File: config.mk
export PLATFORM = sky130hd
export DESIGN_NAME = modbus_serial_master_timing
export DESIGN_NICKNAME = d
export VERILOG_FILES = /design/src/rtl/modbus_timing_pkg.sv /design/src/rtl/modbus_serial_master_timing.sv
export SDC_FILE = /design/constraint.sdc
export NUM_CORES = 1
export LEC_CHECK = 0
export ABC_AREA = 1
export BUFFER_PORTS_ARGS = -buffer_cell sky130_fd_sc_hd__buf_4
export CAP_MARGIN = 0
export CORE_ASPECT_RATIO = 1.4
export CORE_MARGIN = 2
export CORE_UTILIZATION = 40
export DETAILED_ROUTE_END_ITERATION = 6
export SLEW_MARGIN = 40
export SYNTH_ARGS = -nofsm -noshare
export SYNTH_HDL_FRONTEND = slang
export SYNTH_SLANG_ARGS = --single-unit
File: constraint.sdc
create_clock -name clk -period 13.4 [get_ports clk]
set_clock_uncertainty 0.15 [all_clocks]
set_input_delay 3.35 -clock clk [delete_from_list [all_inputs] [get_ports clk]]
set_output_delay 3.35 -clock clk [all_outputs]
set_load 0.03 [all_outputs]
File: src/rtl/modbus_timing_pkg.sv
// package: register map, field layout, resets and timing for the serial-line sequencer
package modbus_timing_pkg;

  // register byte offsets
  localparam logic [7:0] OFF_CTRL = 8'h00;
  localparam logic [7:0] OFF_INIT_DELAY = 8'h04;
  localparam logic [7:0] OFF_RETRY = 8'h08;
  localparam logic [7:0] OFF_RESP_TMO = 8'h0C;
  localparam logic [7:0] OFF_IFD = 8'h10;
  localparam logic [7:0] OFF_ICT = 8'h14;
  localparam logic [7:0] OFF_LINE_RATE = 8'h18;
  localparam logic [7:0] OFF_HALF_BIT = 8'h1C;
  localparam logic [7:0] OFF_STATION = 8'h20;
  localparam logic [7:0] OFF_STATUS = 8'h24;
  localparam logic [7:0] OFF_INT_STAT = 8'h28;
  localparam logic [7:0] OFF_INT_MASK = 8'h2C;

  // control field positions
  localparam int CTRL_ASCII_BIT = 0;
  localparam int CTRL_SLAVE_BIT = 1;
  localparam int CTRL_ENABLE_BIT = 2;

  // status field positions
  localparam int STAT_STATE_LSB = 0;
  localparam int STAT_TRIES_LSB = 4;
  localparam int STAT_IN_FRAME_BIT = 8;

  // reset values
  localparam logic [2:0] CTRL_RST = 3'h0;
  localparam logic [14:0] INIT_DELAY_RST = 15'h0000;
  localparam logic [2:0] RETRY_RST = 3'h3;
  localparam logic [16:0] RESP_TMO_RST = 17'h0_03E8;
  localparam logic [8:0] IFD_RST = 9'h000;
  localparam logic [8:0] ICT_RST = 9'h000;
  localparam logic [17:0] LINE_RATE_RST = 18'h0_2580;
  localparam logic [15:0] HALF_BIT_RST = 16'h1458;
  localparam logic [7:0] STATION_RST = 8'h01;
  localparam logic [3:0] INT_MASK_RST = 4'h0;

  // line rate above which the char-time defaults give way to fixed values
  localparam logic [17:0] RATE_LIMIT = 18'h0_4B00;
  // eleven bits per character, counted in half bits
  localparam int BITS_PER_CHAR = 11;
  localparam logic [7:0] IFD_HALF_BITS = 8'(BITS_PER_CHAR * 7);
  localparam logic [7:0] ICT_HALF_BITS = 8'(BITS_PER_CHAR * 3);

  // timing figures in their own units
  localparam int CLK_PERIOD_NS = 10;
  localparam int MS_NS = 1000000;
  localparam int FAST_IFD_US = 1750;
  localparam int FAST_ICT_US = 750;
  localparam int MS_CYCLES_DOC = MS_NS / CLK_PERIOD_NS;
  localparam int FAST_IFD_CYCLES_DOC = FAST_IFD_US * 1000 / CLK_PERIOD_NS;
  localparam int FAST_ICT_CYCLES_DOC = FAST_ICT_US * 1000 / CLK_PERIOD_NS;

  // master sequencer states
  typedef enum logic [2:0] {
    S_BOOT = 3'b000,
    S_HOLD = 3'b001,
    S_IDLE = 3'b010,
    S_SEND = 3'b011,
    S_WAIT = 3'b100,
    S_GAP = 3'b101
  } seq_state_t;

  // decoded receive stream from the character codec
  typedef struct packed {
    logic valid;
    logic frame_end;
    logic [7:0] data;
  } ser_rx_t;

  // sticky event layout, shared by status and mask
  typedef struct packed {
    logic req_accept;
    logic frame_drop;
    logic cmd_timeout;
    logic cmd_done;
  } ev_t;

endpackage : modbus_timing_pkg

File: src/rtl/modbus_serial_master_timing.sv
// serial-line transaction sequencer, frame timing and station filter with apb registers
//
// Behaviour
// - RTU or ASCII framing, RTU after reset
// - first request held off by initial delay
// - resend same request up to retry count
// - response timeout abandons request, carries on
// - RTU inter-frame gap, zero means 3.5 chars
// - fast line uses fixed gap and timeout
// - RTU inter-char timeout, zero means 1.5 chars
// - character time counts eleven bit periods
// - slave role accepts only own station id
`timescale 1ns/1ps
module modbus_serial_master_timing
  import modbus_timing_pkg::*;
#(
  parameter int MS_CYCLES = MS_CYCLES_DOC,
  parameter int FAST_IFD_CYCLES = FAST_IFD_CYCLES_DOC,
  parameter int FAST_ICT_CYCLES = FAST_ICT_CYCLES_DOC
) (
  // clock, reset, enable
  input wire logic clk,
  input wire logic rstn,
  input wire logic ce,
  // apb slave
  input wire logic psel,
  input wire logic penable,
  input wire logic pwrite,
  input wire logic [7:0] paddr,
  input wire logic [31:0] pwdata,
  output logic [31:0] prdata,
  output logic pready,
  output logic pslverr,
  // command source
  input wire logic cmd_valid,
  output logic cmd_taken,
  output ev_t events,
  // serial side
  output logic tx_start,
  input wire logic tx_done,
  input wire ser_rx_t rx,
  // interrupt
  output logic irq
);

  // configuration registers
  logic [2:0] ctrl;
  logic [14:0] init_delay;
  logic [2:0] retry;
  logic [16:0] resp_tmo;
  logic [8:0] ifd;
  logic [8:0] ict;
  logic [17:0] line_rate;
  logic [15:0] half_bit;
  logic [7:0] station;
  logic [3:0] int_stat;
  logic [3:0] int_mask;

  // sequencer and receiver state
  seq_state_t state;
  logic [33:0] tmr;
  logic [2:0] tries;
  logic in_frame;
  logic [7:0] frame_addr;
  logic [33:0] gap_cnt;
  logic drop_now;
  // one flop per event pulse, so each has a single driving process
  logic ev_done;
  logic ev_timeout;
  logic ev_drop;
  logic ev_accept;

  // combinational helpers
  logic ascii;
  logic slave;
  logic fast_line;
  logic [33:0] ifd_cyc;
  logic [33:0] ict_cyc;
  logic frame_good;
  logic apb_access;
  logic apb_wr;
  ev_t ev_set;
  logic [31:0] next_prdata;
  logic next_pslverr;

  // milliseconds to clock cycles
  function automatic logic [33:0] ms_cyc(input logic [16:0] ms);
    ms_cyc = 34'(ms) * 34'(MS_CYCLES);
  endfunction : ms_cyc

  // rtu gap: configured ms, char-time default, or fixed figure on a fast line
  function automatic logic [33:0] gap_cyc(input logic [8:0] ms, input logic [7:0] half_bits,
                                          input logic fast, input int fast_cycles);
    if (fast) begin
      gap_cyc = 34'(fast_cycles);
    end else if (ms == 9'h000) begin
      gap_cyc = 34'(half_bits) * 34'(half_bit);
    end else begin
      gap_cyc = ms_cyc(17'(ms));
    end
  endfunction : gap_cyc

  // mode and timing decode
  assign ascii = ctrl[CTRL_ASCII_BIT];
  assign slave = ctrl[CTRL_SLAVE_BIT];
  assign fast_line = line_rate > RATE_LIMIT;
  assign ifd_cyc = gap_cyc(ifd, IFD_HALF_BITS, fast_line, FAST_IFD_CYCLES);
  assign ict_cyc = gap_cyc(ict, ICT_HALF_BITS, fast_line, FAST_ICT_CYCLES);
  assign drop_now = !ascii && in_frame && !rx.valid && (gap_cnt > ict_cyc);
  assign frame_good = rx.frame_end && in_frame && !drop_now;
  assign apb_access = psel && penable && !pready;
  assign apb_wr = apb_access && pwrite;

  // receiver framing: first byte is the station address, silence drops an RTU frame
  always_ff @(posedge clk) begin
    if (!rstn) begin
      in_frame <= 1'b0;
      frame_addr <= 8'h00;
      gap_cnt <= 34'h0_0000_0000;
    end else if (ce) begin
      if (rx.valid) begin
        gap_cnt <= 34'h0_0000_0000;
        in_frame <= 1'b1;
        if (!in_frame) begin
          frame_addr <= rx.data;
        end
      end else if (drop_now || rx.frame_end) begin
        in_frame <= 1'b0;
        gap_cnt <= 34'h0_0000_0000;
      end else if (in_frame && (gap_cnt <= ict_cyc)) begin
        gap_cnt <= gap_cnt + 34'h0_0000_0001; // saturates just past the limit
      end
    end
  end

  // master sequencer: boot hold-off, send, wait, retry, gap
  always_ff @(posedge clk) begin
    if (!rstn) begin
      state <= S_BOOT;
      tmr <= 34'h0_0000_0000;
      tries <= 3'h0;
      tx_start <= 1'b0;
      cmd_taken <= 1'b0;
      ev_done <= 1'b0;
      ev_timeout <= 1'b0;
    end else if (ce) begin
      tx_start <= 1'b0;
      cmd_taken <= 1'b0;
      ev_done <= 1'b0;
      ev_timeout <= 1'b0;
      unique case (state)
        S_BOOT: begin
          if (ctrl[CTRL_ENABLE_BIT] && !slave) begin
            tmr <= ms_cyc(17'(init_delay));
            state <= S_HOLD;
          end
        end
        S_HOLD: begin
          if (tmr == 34'h0_0000_0000) begin
            state <= S_IDLE;
          end else begin
            tmr <= tmr - 34'h0_0000_0001;
          end
        end
        S_IDLE: begin
          if (slave || !ctrl[CTRL_ENABLE_BIT]) begin
            state <= S_BOOT; // a role change or disable restarts the hold-off
          end else if (cmd_valid) begin
            cmd_taken <= 1'b1;
            tries <= 3'h0;
            tx_start <= 1'b1;
            state <= S_SEND;
          end
        end
        S_SEND: begin
          if (tx_done) begin
            tmr <= ms_cyc(resp_tmo);
            state <= S_WAIT;
          end
        end
        S_WAIT: begin
          if (frame_good) begin
            ev_done <= 1'b1;
            tmr <= ifd_cyc;
            state <= S_GAP;
          end else if (tmr != 34'h0_0000_0000) begin
            tmr <= tmr - 34'h0_0000_0001;
          end else if (tries < retry) begin
            tries <= tries + 3'h1;
            tx_start <= 1'b1;
            state <= S_SEND;
          end else begin
            ev_timeout <= 1'b1;
            tmr <= ifd_cyc;
            state <= S_GAP;
          end
        end
        S_GAP: begin
          // ascii framing has no inter-frame gap
          if (ascii || tmr == 34'h0_0000_0000) begin
            state <= S_IDLE;
          end else begin
            tmr <= tmr - 34'h0_0000_0001;
          end
        end
        default: begin
          state <= S_BOOT;
        end
      endcase
    end
  end

  // receive-side events
  always_ff @(posedge clk) begin
    if (!rstn) begin
      ev_drop <= 1'b0;
      ev_accept <= 1'b0;
    end else if (ce) begin
      ev_drop <= drop_now;
      ev_accept <= slave && frame_good && (frame_addr == station);
    end
  end

  // pack the event flops in status-bit order
  assign ev_set = {ev_accept, ev_drop, ev_timeout, ev_done};
  assign events = ev_set;

  // configuration writes
  always_ff @(posedge clk) begin
    if (!rstn) begin
      ctrl <= CTRL_RST;
      init_delay <= INIT_DELAY_RST;
      retry <= RETRY_RST;
      resp_tmo <= RESP_TMO_RST;
      ifd <= IFD_RST;
      ict <= ICT_RST;
      line_rate <= LINE_RATE_RST;
      half_bit <= HALF_BIT_RST;
      station <= STATION_RST;
      int_mask <= INT_MASK_RST;
    end else if (ce && apb_wr) begin
      unique case (paddr)
        OFF_CTRL: ctrl <= pwdata[2:0];
        OFF_INIT_DELAY: init_delay <= pwdata[14:0];
        OFF_RETRY: retry <= pwdata[2:0];
        OFF_RESP_TMO: resp_tmo <= pwdata[16:0];
        OFF_IFD: ifd <= pwdata[8:0];
        OFF_ICT: ict <= pwdata[8:0];
        OFF_LINE_RATE: line_rate <= pwdata[17:0];
        OFF_HALF_BIT: half_bit <= pwdata[15:0];
        OFF_STATION: station <= pwdata[7:0];
        OFF_INT_MASK: int_mask <= pwdata[3:0];
        default: ;
      endcase
    end
  end

  // sticky events, a new event wins over a write-one clear in the same cycle
  always_ff @(posedge clk) begin
    if (!rstn) begin
      int_stat <= 4'h0;
    end else if (ce) begin
      if (apb_wr && paddr == OFF_INT_STAT) begin
        int_stat <= (int_stat & ~pwdata[3:0]) | ev_set;
      end else begin
        int_stat <= int_stat | ev_set;
      end
    end
  end

  // interrupt level, one cycle behind the sticky bits
  always_ff @(posedge clk) begin
    if (!rstn) begin
      irq <= 1'b0;
    end else if (ce) begin
      irq <= |(int_stat & int_mask);
    end
  end

  // read mux and error answer for unmapped offsets
  always_comb begin
    next_prdata = 32'h0000_0000;
    next_pslverr = 1'b0;
    unique case (paddr)
      OFF_CTRL: next_prdata = 32'(ctrl);
      OFF_INIT_DELAY: next_prdata = 32'(init_delay);
      OFF_RETRY: next_prdata = 32'(retry);
      OFF_RESP_TMO: next_prdata = 32'(resp_tmo);
      OFF_IFD: next_prdata = 32'(ifd);
      OFF_ICT: next_prdata = 32'(ict);
      OFF_LINE_RATE: next_prdata = 32'(line_rate);
      OFF_HALF_BIT: next_prdata = 32'(half_bit);
      OFF_STATION: next_prdata = 32'(station);
      OFF_STATUS: begin
        next_prdata[STAT_STATE_LSB +: 3] = state;
        next_prdata[STAT_TRIES_LSB +: 3] = tries;
        next_prdata[STAT_IN_FRAME_BIT] = in_frame;
      end
      OFF_INT_STAT: next_prdata = 32'(int_stat);
      OFF_INT_MASK: next_prdata = 32'(int_mask);
      default: next_pslverr = 1'b1;
    endcase
  end

  // apb answer: one wait state, pready for exactly one cycle
  always_ff @(posedge clk) begin
    if (!rstn) begin
      pready <= 1'b0;
      pslverr <= 1'b0;
      prdata <= 32'h0000_0000;
    end else if (ce) begin
      pready <= apb_access;
      pslverr <= apb_access && next_pslverr;
      if (apb_access && !pwrite) begin
        prdata <= next_prdata;
      end
    end
  end

endmodule : modbus_serial_master_timing

Word level (Yosys, flattened, before mapping)
Index checks and enable logic that the tools add are counted.
{"block": "op_classes", "n_addsub": 3, "mul": 6, "order_cmp": 4, "n_eq_ne": 31, "muxes": 54, "bitwise_logic": 6, "n_reduce_logical": 55}
{"operator": "$mux 34", "n": 10}
{"operator": "$pmux 34 s5", "n": 1}
{"operator": "$mux 26", "n": 4}
{"operator": "$mul 9x12->21 const B", "n": 2}
{"operator": "$mux 3", "n": 14}
{"operator": "$pmux 3 s12", "n": 1}
{"operator": "$pmux 9 s4", "n": 1}
{"operator": "$add 34x1->34 const B", "n": 1}
{"operator": "$gt 34x34->1", "n": 1}
{"operator": "$le 34x34->1", "n": 1}
{"operator": "$logic_not 34->1", "n": 1}
{"operator": "$reduce_bool 34->1", "n": 1}
{"operator": "$sub 34x1->34 const B", "n": 1}
{"operator": "$eq 8x5->1 const B", "n": 4}
{"operator": "$eq 8x6->1 const B", "n": 4}
{"operator": "$mul 17x12->29 const B", "n": 1}
{"operator": "$mul 15x12->27 const B", "n": 1}
{"operator": "$reduce_and 2->1", "n": 13}
{"operator": "$pmux 3 s8", "n": 1}
{"operator": "$mul 7x16->23 const A", "n": 1}
{"operator": "$mul 6x16->22 const A", "n": 1}
{"operator": "$ne 2x2->1 const B", "n": 11}
{"operator": "$reduce_and 7->1", "n": 3}
{"operator": "$gt 18x15->1 const B", "n": 1}
{"operator": "33 further kinds", "n": 79}
{"block": "word_totals", "ff_bits": 230, "input_bits": 58, "output_inout_bits": 41, "elab_cells": 186}

Depth between registers and ports, before layout
{"block": "logic_depth", "word_depth": 9, "mapped_depth": 37, "depth_no_buf": 37}

Least setup slack after synthesis
Ideal clock, no wire load.
{"block": "synth_timing", "path_type": "flip-flop to flip-flop", "startpoint": "register ict[7]", "endpoint": "register tmr[11]", "setup_time_ns": 0.115, "arrival_time_ns": 5.463, "required_time_ns": 13.135, "setup_slack_ns": 7.673, "path_stages_with_launch": 34, "path_buffers": 2, "period_less_slack_ns": 5.727, "cell_sequence": "dfxtp_1 inv_1 ha_1 ha_1 inv_1 fa_1 inv_1 fa_1 ha_1 nand2_1 or2_2 nand3_1 a21oi_1 o21ai_0 nand3_1 nand2_1 a21boi_0 xnor2_1 nand2_1 ha_1 nand4_1 or2_1 nor2_1 nand2_1 nand2_1 nand3_2 nand2_2 buf_4 buf_2 nand2_1 nand3_1 nand2_1 a21oi_1 nor2_1"}
{"block": "synth_via", "elab_chain_cells": 9, "elab_cells_between_ends": 12, "classes_between": "1 x mul; 1 x order compare; 1 x eq/ne; 4 x mux; 5 x reduce/logical"}
{"element": "start: declaration", "line_no": "modbus_serial_master_timing.sv:52", "rtl": "logic [8:0] ict;"}
{"element": "start signal: assignment", "line_no": "modbus_serial_master_timing.sv:248", "rtl": "OFF_ICT: ict <= pwdata[8:0];"}
{"element": "$mul 9x12->21 / $logic_not 9->1 (equally long branches)", "line_no": "modbus_serial_master_timing.sv:88, modbus_serial_master_timing.sv:96"}
{"element": "$mux 26 *", "line_no": "modbus_serial_master_timing.sv:96", "rtl": "end else if (ms == 9'h000) begin"}
{"element": "$mux 26 *", "line_no": "modbus_serial_master_timing.sv:94", "rtl": "if (fast) begin"}
{"element": "$gt 34x34->1 *", "line_no": "modbus_serial_master_timing.sv:109", "rtl": "assign drop_now = !ascii && in_frame && !rx.valid && (gap_cnt > ict_cyc);"}
{"element": "$logic_and 1x1->1 *", "line_no": "modbus_serial_master_timing.sv:109"}
{"element": "$logic_not 1->1 *", "line_no": "modbus_serial_master_timing.sv:110", "rtl": "assign frame_good = rx.frame_end && in_frame && !drop_now;"}
{"element": "$logic_and 1x1->1 *", "line_no": "modbus_serial_master_timing.sv:110"}
{"element": "$ne 4x4->1 (no source line) / $mux 34 (equally long branches)"}
{"element": "$reduce_and 7->1 (no source line) / $pmux 34 s5 (equally long branches)"}
{"element": "end signal: assignment", "line_no": "modbus_serial_master_timing.sv:154", "rtl": "tmr <= ms_cyc(17'(init_delay));"}
{"element": "end signal: assignment", "line_no": "modbus_serial_master_timing.sv:162", "rtl": "tmr <= tmr - 34'h0_0000_0001;"}
{"element": "end signal: assignment", "line_no": "modbus_serial_master_timing.sv:177", "rtl": "tmr <= ms_cyc(resp_tmo);"}
{"element": "end: declaration", "line_no": "modbus_serial_master_timing.sv:61", "rtl": "logic [33:0] tmr;"}
Mark *: on every way between the ends. The rest lies on a longest branch, timed or not.
A chain may end at the register's enable or synchronous reset.

Final worst setup path
{"block": "layout_timing", "startpoint": "register ict[7]", "endpoint": "register tmr[22]"}
The elaborated chain is that of the path after synthesis.

==> run metrics <==
Die H=305.0 um; Syn Area/Cell=7.203 um2; final hold vios=0; Avg WL per Cell=18.91 um; fraction of power spent switching nets=46.32%; Synth Instances=3593; post-CTS setup buffer count=0; critical path's slowest cell=nand2_2; vias in the first global route=23870; async set-reset flop share out of synthesis=0%; Row Count=110; largest net degree at the start of global routing=104; Residual DRC=0; kind of critical path=flip-flop to flip-flop; post-layout min period=7.801 ns; layout cells sized above 1=5.130%; GRT Total Usage=25.35%; Ys Warns=0; Port Buffer Count=70; Fin Setup TNS=0 ns; Main synth FF type=dfxtp_1; Final Max Tran Viols=0; status=finished clean; Core ar.=64140 um2; worst-case clock buffer depth=3; CP required=13.72 ns; post-route ant nets=0; Root Driver=clkbuf_16; Yosys reg bits=216; cell repeated most along the worst path=nand2_1; Logic pwr share=49.9%; CTS H-tree lvls=1; Die ar.=66780 um2; clk_lat worst skew=0.57 ns; CP Capture Type=flip-flop; Multi-input gate area=18800 um2; total number of vias=23844; GPL Wtd Cong=0.9455; boundary pin count=99; RSZ-0062 raised after global routing=false; Post-synth EDFFs=0; Num CTS Buffers=24; commonest non-fill, non-tap cell in the layout=nand2_1; FMAX=128.2 MHz; DP HPWL=68830 um; Starting Density=40.35%; Worst-Margin Slew=0.8318 ns; register area share after synthesis=16.71%; crit path launch type=flip-flop; pre-CTS WS=5.512 ns; most frequent cells in the layout=nand2_1 (633), inv_1 (596), ha_1 (441), nor2_1 (328), a21oi_1 (269); switching power=1.323 mW; first-pass GRT wire length=131800 um; post-synthesis cell area=25880 um2; Critical Path Fanout Max=31; Via density=5.339; Worst path max stage delay=0.80 ns; Crit path arrival time=8.12 ns; final setup fails=0; Syn-to-layout area delta=7.537%; GR Overflow Total=0; hold_ws=0.2908 ns; Filler Cell Count=6869; Distinct cells, synth=64; Hold-fix buffers, CTS=0; peak supply drop=106.5 uV; Slew HR=44.48%; Antenna Cells=0; Pint=1.533 mW; CTS tree=built; Storage cell area=4324 um2; Seq pwr share=26.6%; TritonRoute pass-1 iters=7; DRT Wirelength=84470 um; final setup margin=5.599 ns; pwr dens=102.6 nW/um2; initial antenna violation count=0; part of the cycle the worst path needs=58.22%; leakage power=14.56 nW; Clk pwr share=23.5%; Worst-path clk slew=0.07 ns; Max Cap Viol=0; Min-Delay Path Class=flip-flop to flip-flop; CTS sink cnt=216; Final #Nets=4255; DRT iter0 DRCs=1406; # resized after CTS=0; Die Width=219.0 um
## flip-flops by register name, summed over array words and instances, names as in the netlist, 3 cells and up
name and count:
ifd 9, int_mask 4, state 3, half_bit 16
gap_cnt 34, prdata 18, tmr 34, int_stat 4
tries 3, retry 3, line_rate 18, resp_tmo 17
init_delay 15, ict 9, frame_addr 8, station 8
ctrl 3
## synthesized netlist by cell type (all sizes together) (2+ instances only)
master   instances  area, um2
o41ai            2      17.52
o21bai          14      105.1
dfxtp          216       4324
a221o            2      20.02
fa             147       2943
buf             47      330.3
a21boi           4      30.03
a221oi          19      166.4
o31ai            2      15.01
a22o             4      35.03
a211oi          43      322.8
o21a             3      22.52
o2111ai          5      43.79
o211a            2      20.02
nand3          196       1039
a31o             2      17.52
inv            601       2258
o22ai           19      118.9
nand4           39      244.0
o21ai          215       1080
ha             441       5518
or2             27      168.9
nand3b           8      60.06
o22a             2      17.52
a21o            18      135.1
a31oi            5      31.28
clkinv           8      30.03
xnor2           35      306.5
nor3            62      331.6
o211ai          20      150.1
clkbuf          55      206.5
nor2           343       1335
a21oi          270       1355
xor2            53      464.2
nand2          638       2410
nor4            17      133.9
## power groups by stage
stage / clock [mW] / combinational (mW) / sequential (mW)
3_5_place_dp: 0 / 1.40 / 0.771
5_1_grt: 0.699 / 1.59 / 0.765
6_report: 0.670 / 1.43 / 0.760
2_1_floorplan: 0 / 1.13 / 0.751
3_3_place_gp: 0 / 1.39 / 0.771
4_1_cts: 0.687 / 1.41 / 0.758
## worst max-delay path, delay by kind of cell (launching register included)
kind / cells / cell delay (ns)
AO/OA/AOI/OAI: 3 / 0.47
AND/OR/NAND/NOR: 18 / 3.78
adder cells (fa/ha/maj): 6 / 2.33
XOR/XNOR: 1 / 0.14
buffers and inverters: 3 / 0.29
flip-flops: 1 / 0.52
## layout make-up
type	instances	share of cell area (%)
Tap cell	840	3.776
Clock buffer	31	2.324
Multi-Input combinational cell	2678	67.55
Clock inverter	12	0.4046
Inverter	609	8.227
Sequential cell	216	15.54
Timing Repair Buffer	80	2.185
## path summary, 6_finish.rpt
check | start | endpoint | slack, ns | cells past startpoint
max | ict[7] | tmr[22] | 5.60 | 31
min | gap_cnt[30] | gap_cnt[30] | 0.29 | 2
max reg2reg | ict[7] | tmr[22] | 5.60 | 31
min reg2reg | gap_cnt[30] | gap_cnt[30] | 0.29 | 2
## routing by layer
metal	GRT usage [%]	share of wire, %	up-vias
met3	2.236	3.9	214
met5	0	0	-
met1	28.86	39	11190
li1	-	-	11843
met4	13.53	6.4	0
met2	46.29	50	597
## per-stage QoR
step / std cells / area (um2) / total power [mW] / utilization (%)
2_1_floorplan: 3606 / 25930 / 1.879 / -
3_3_place_gp: 4422 / 27030 / 2.162 / 42.15
3_5_place_dp: 4423 / 27060 / 2.175 / 42.19
4_1_cts: 4466 / 27820 / 2.857 / 43.38
5_1_grt: 4466 / 27830 / 3.049 / 43.39
6_report: 4466 / 27830 / 2.856 / 43.39
## cell families (layout without fill, tap and decap cells)
kind of cell / Yosys count / in the layout / synth area share [%]
XOR/XNOR: 88 / 88 / 2.978
buffers and inverters: 712 / 732 / 10.95
AO/OA/AOI/OAI: 657 / 657 / 14.52
flip-flops: 216 / 216 / 16.71
adder cells (fa/ha/maj): 588 / 588 / 32.69
other: 1 / 14 / 0.01449
AND/OR/NAND/NOR: 1331 / 1331 / 22.14
(Power assumes the default switching activity.)
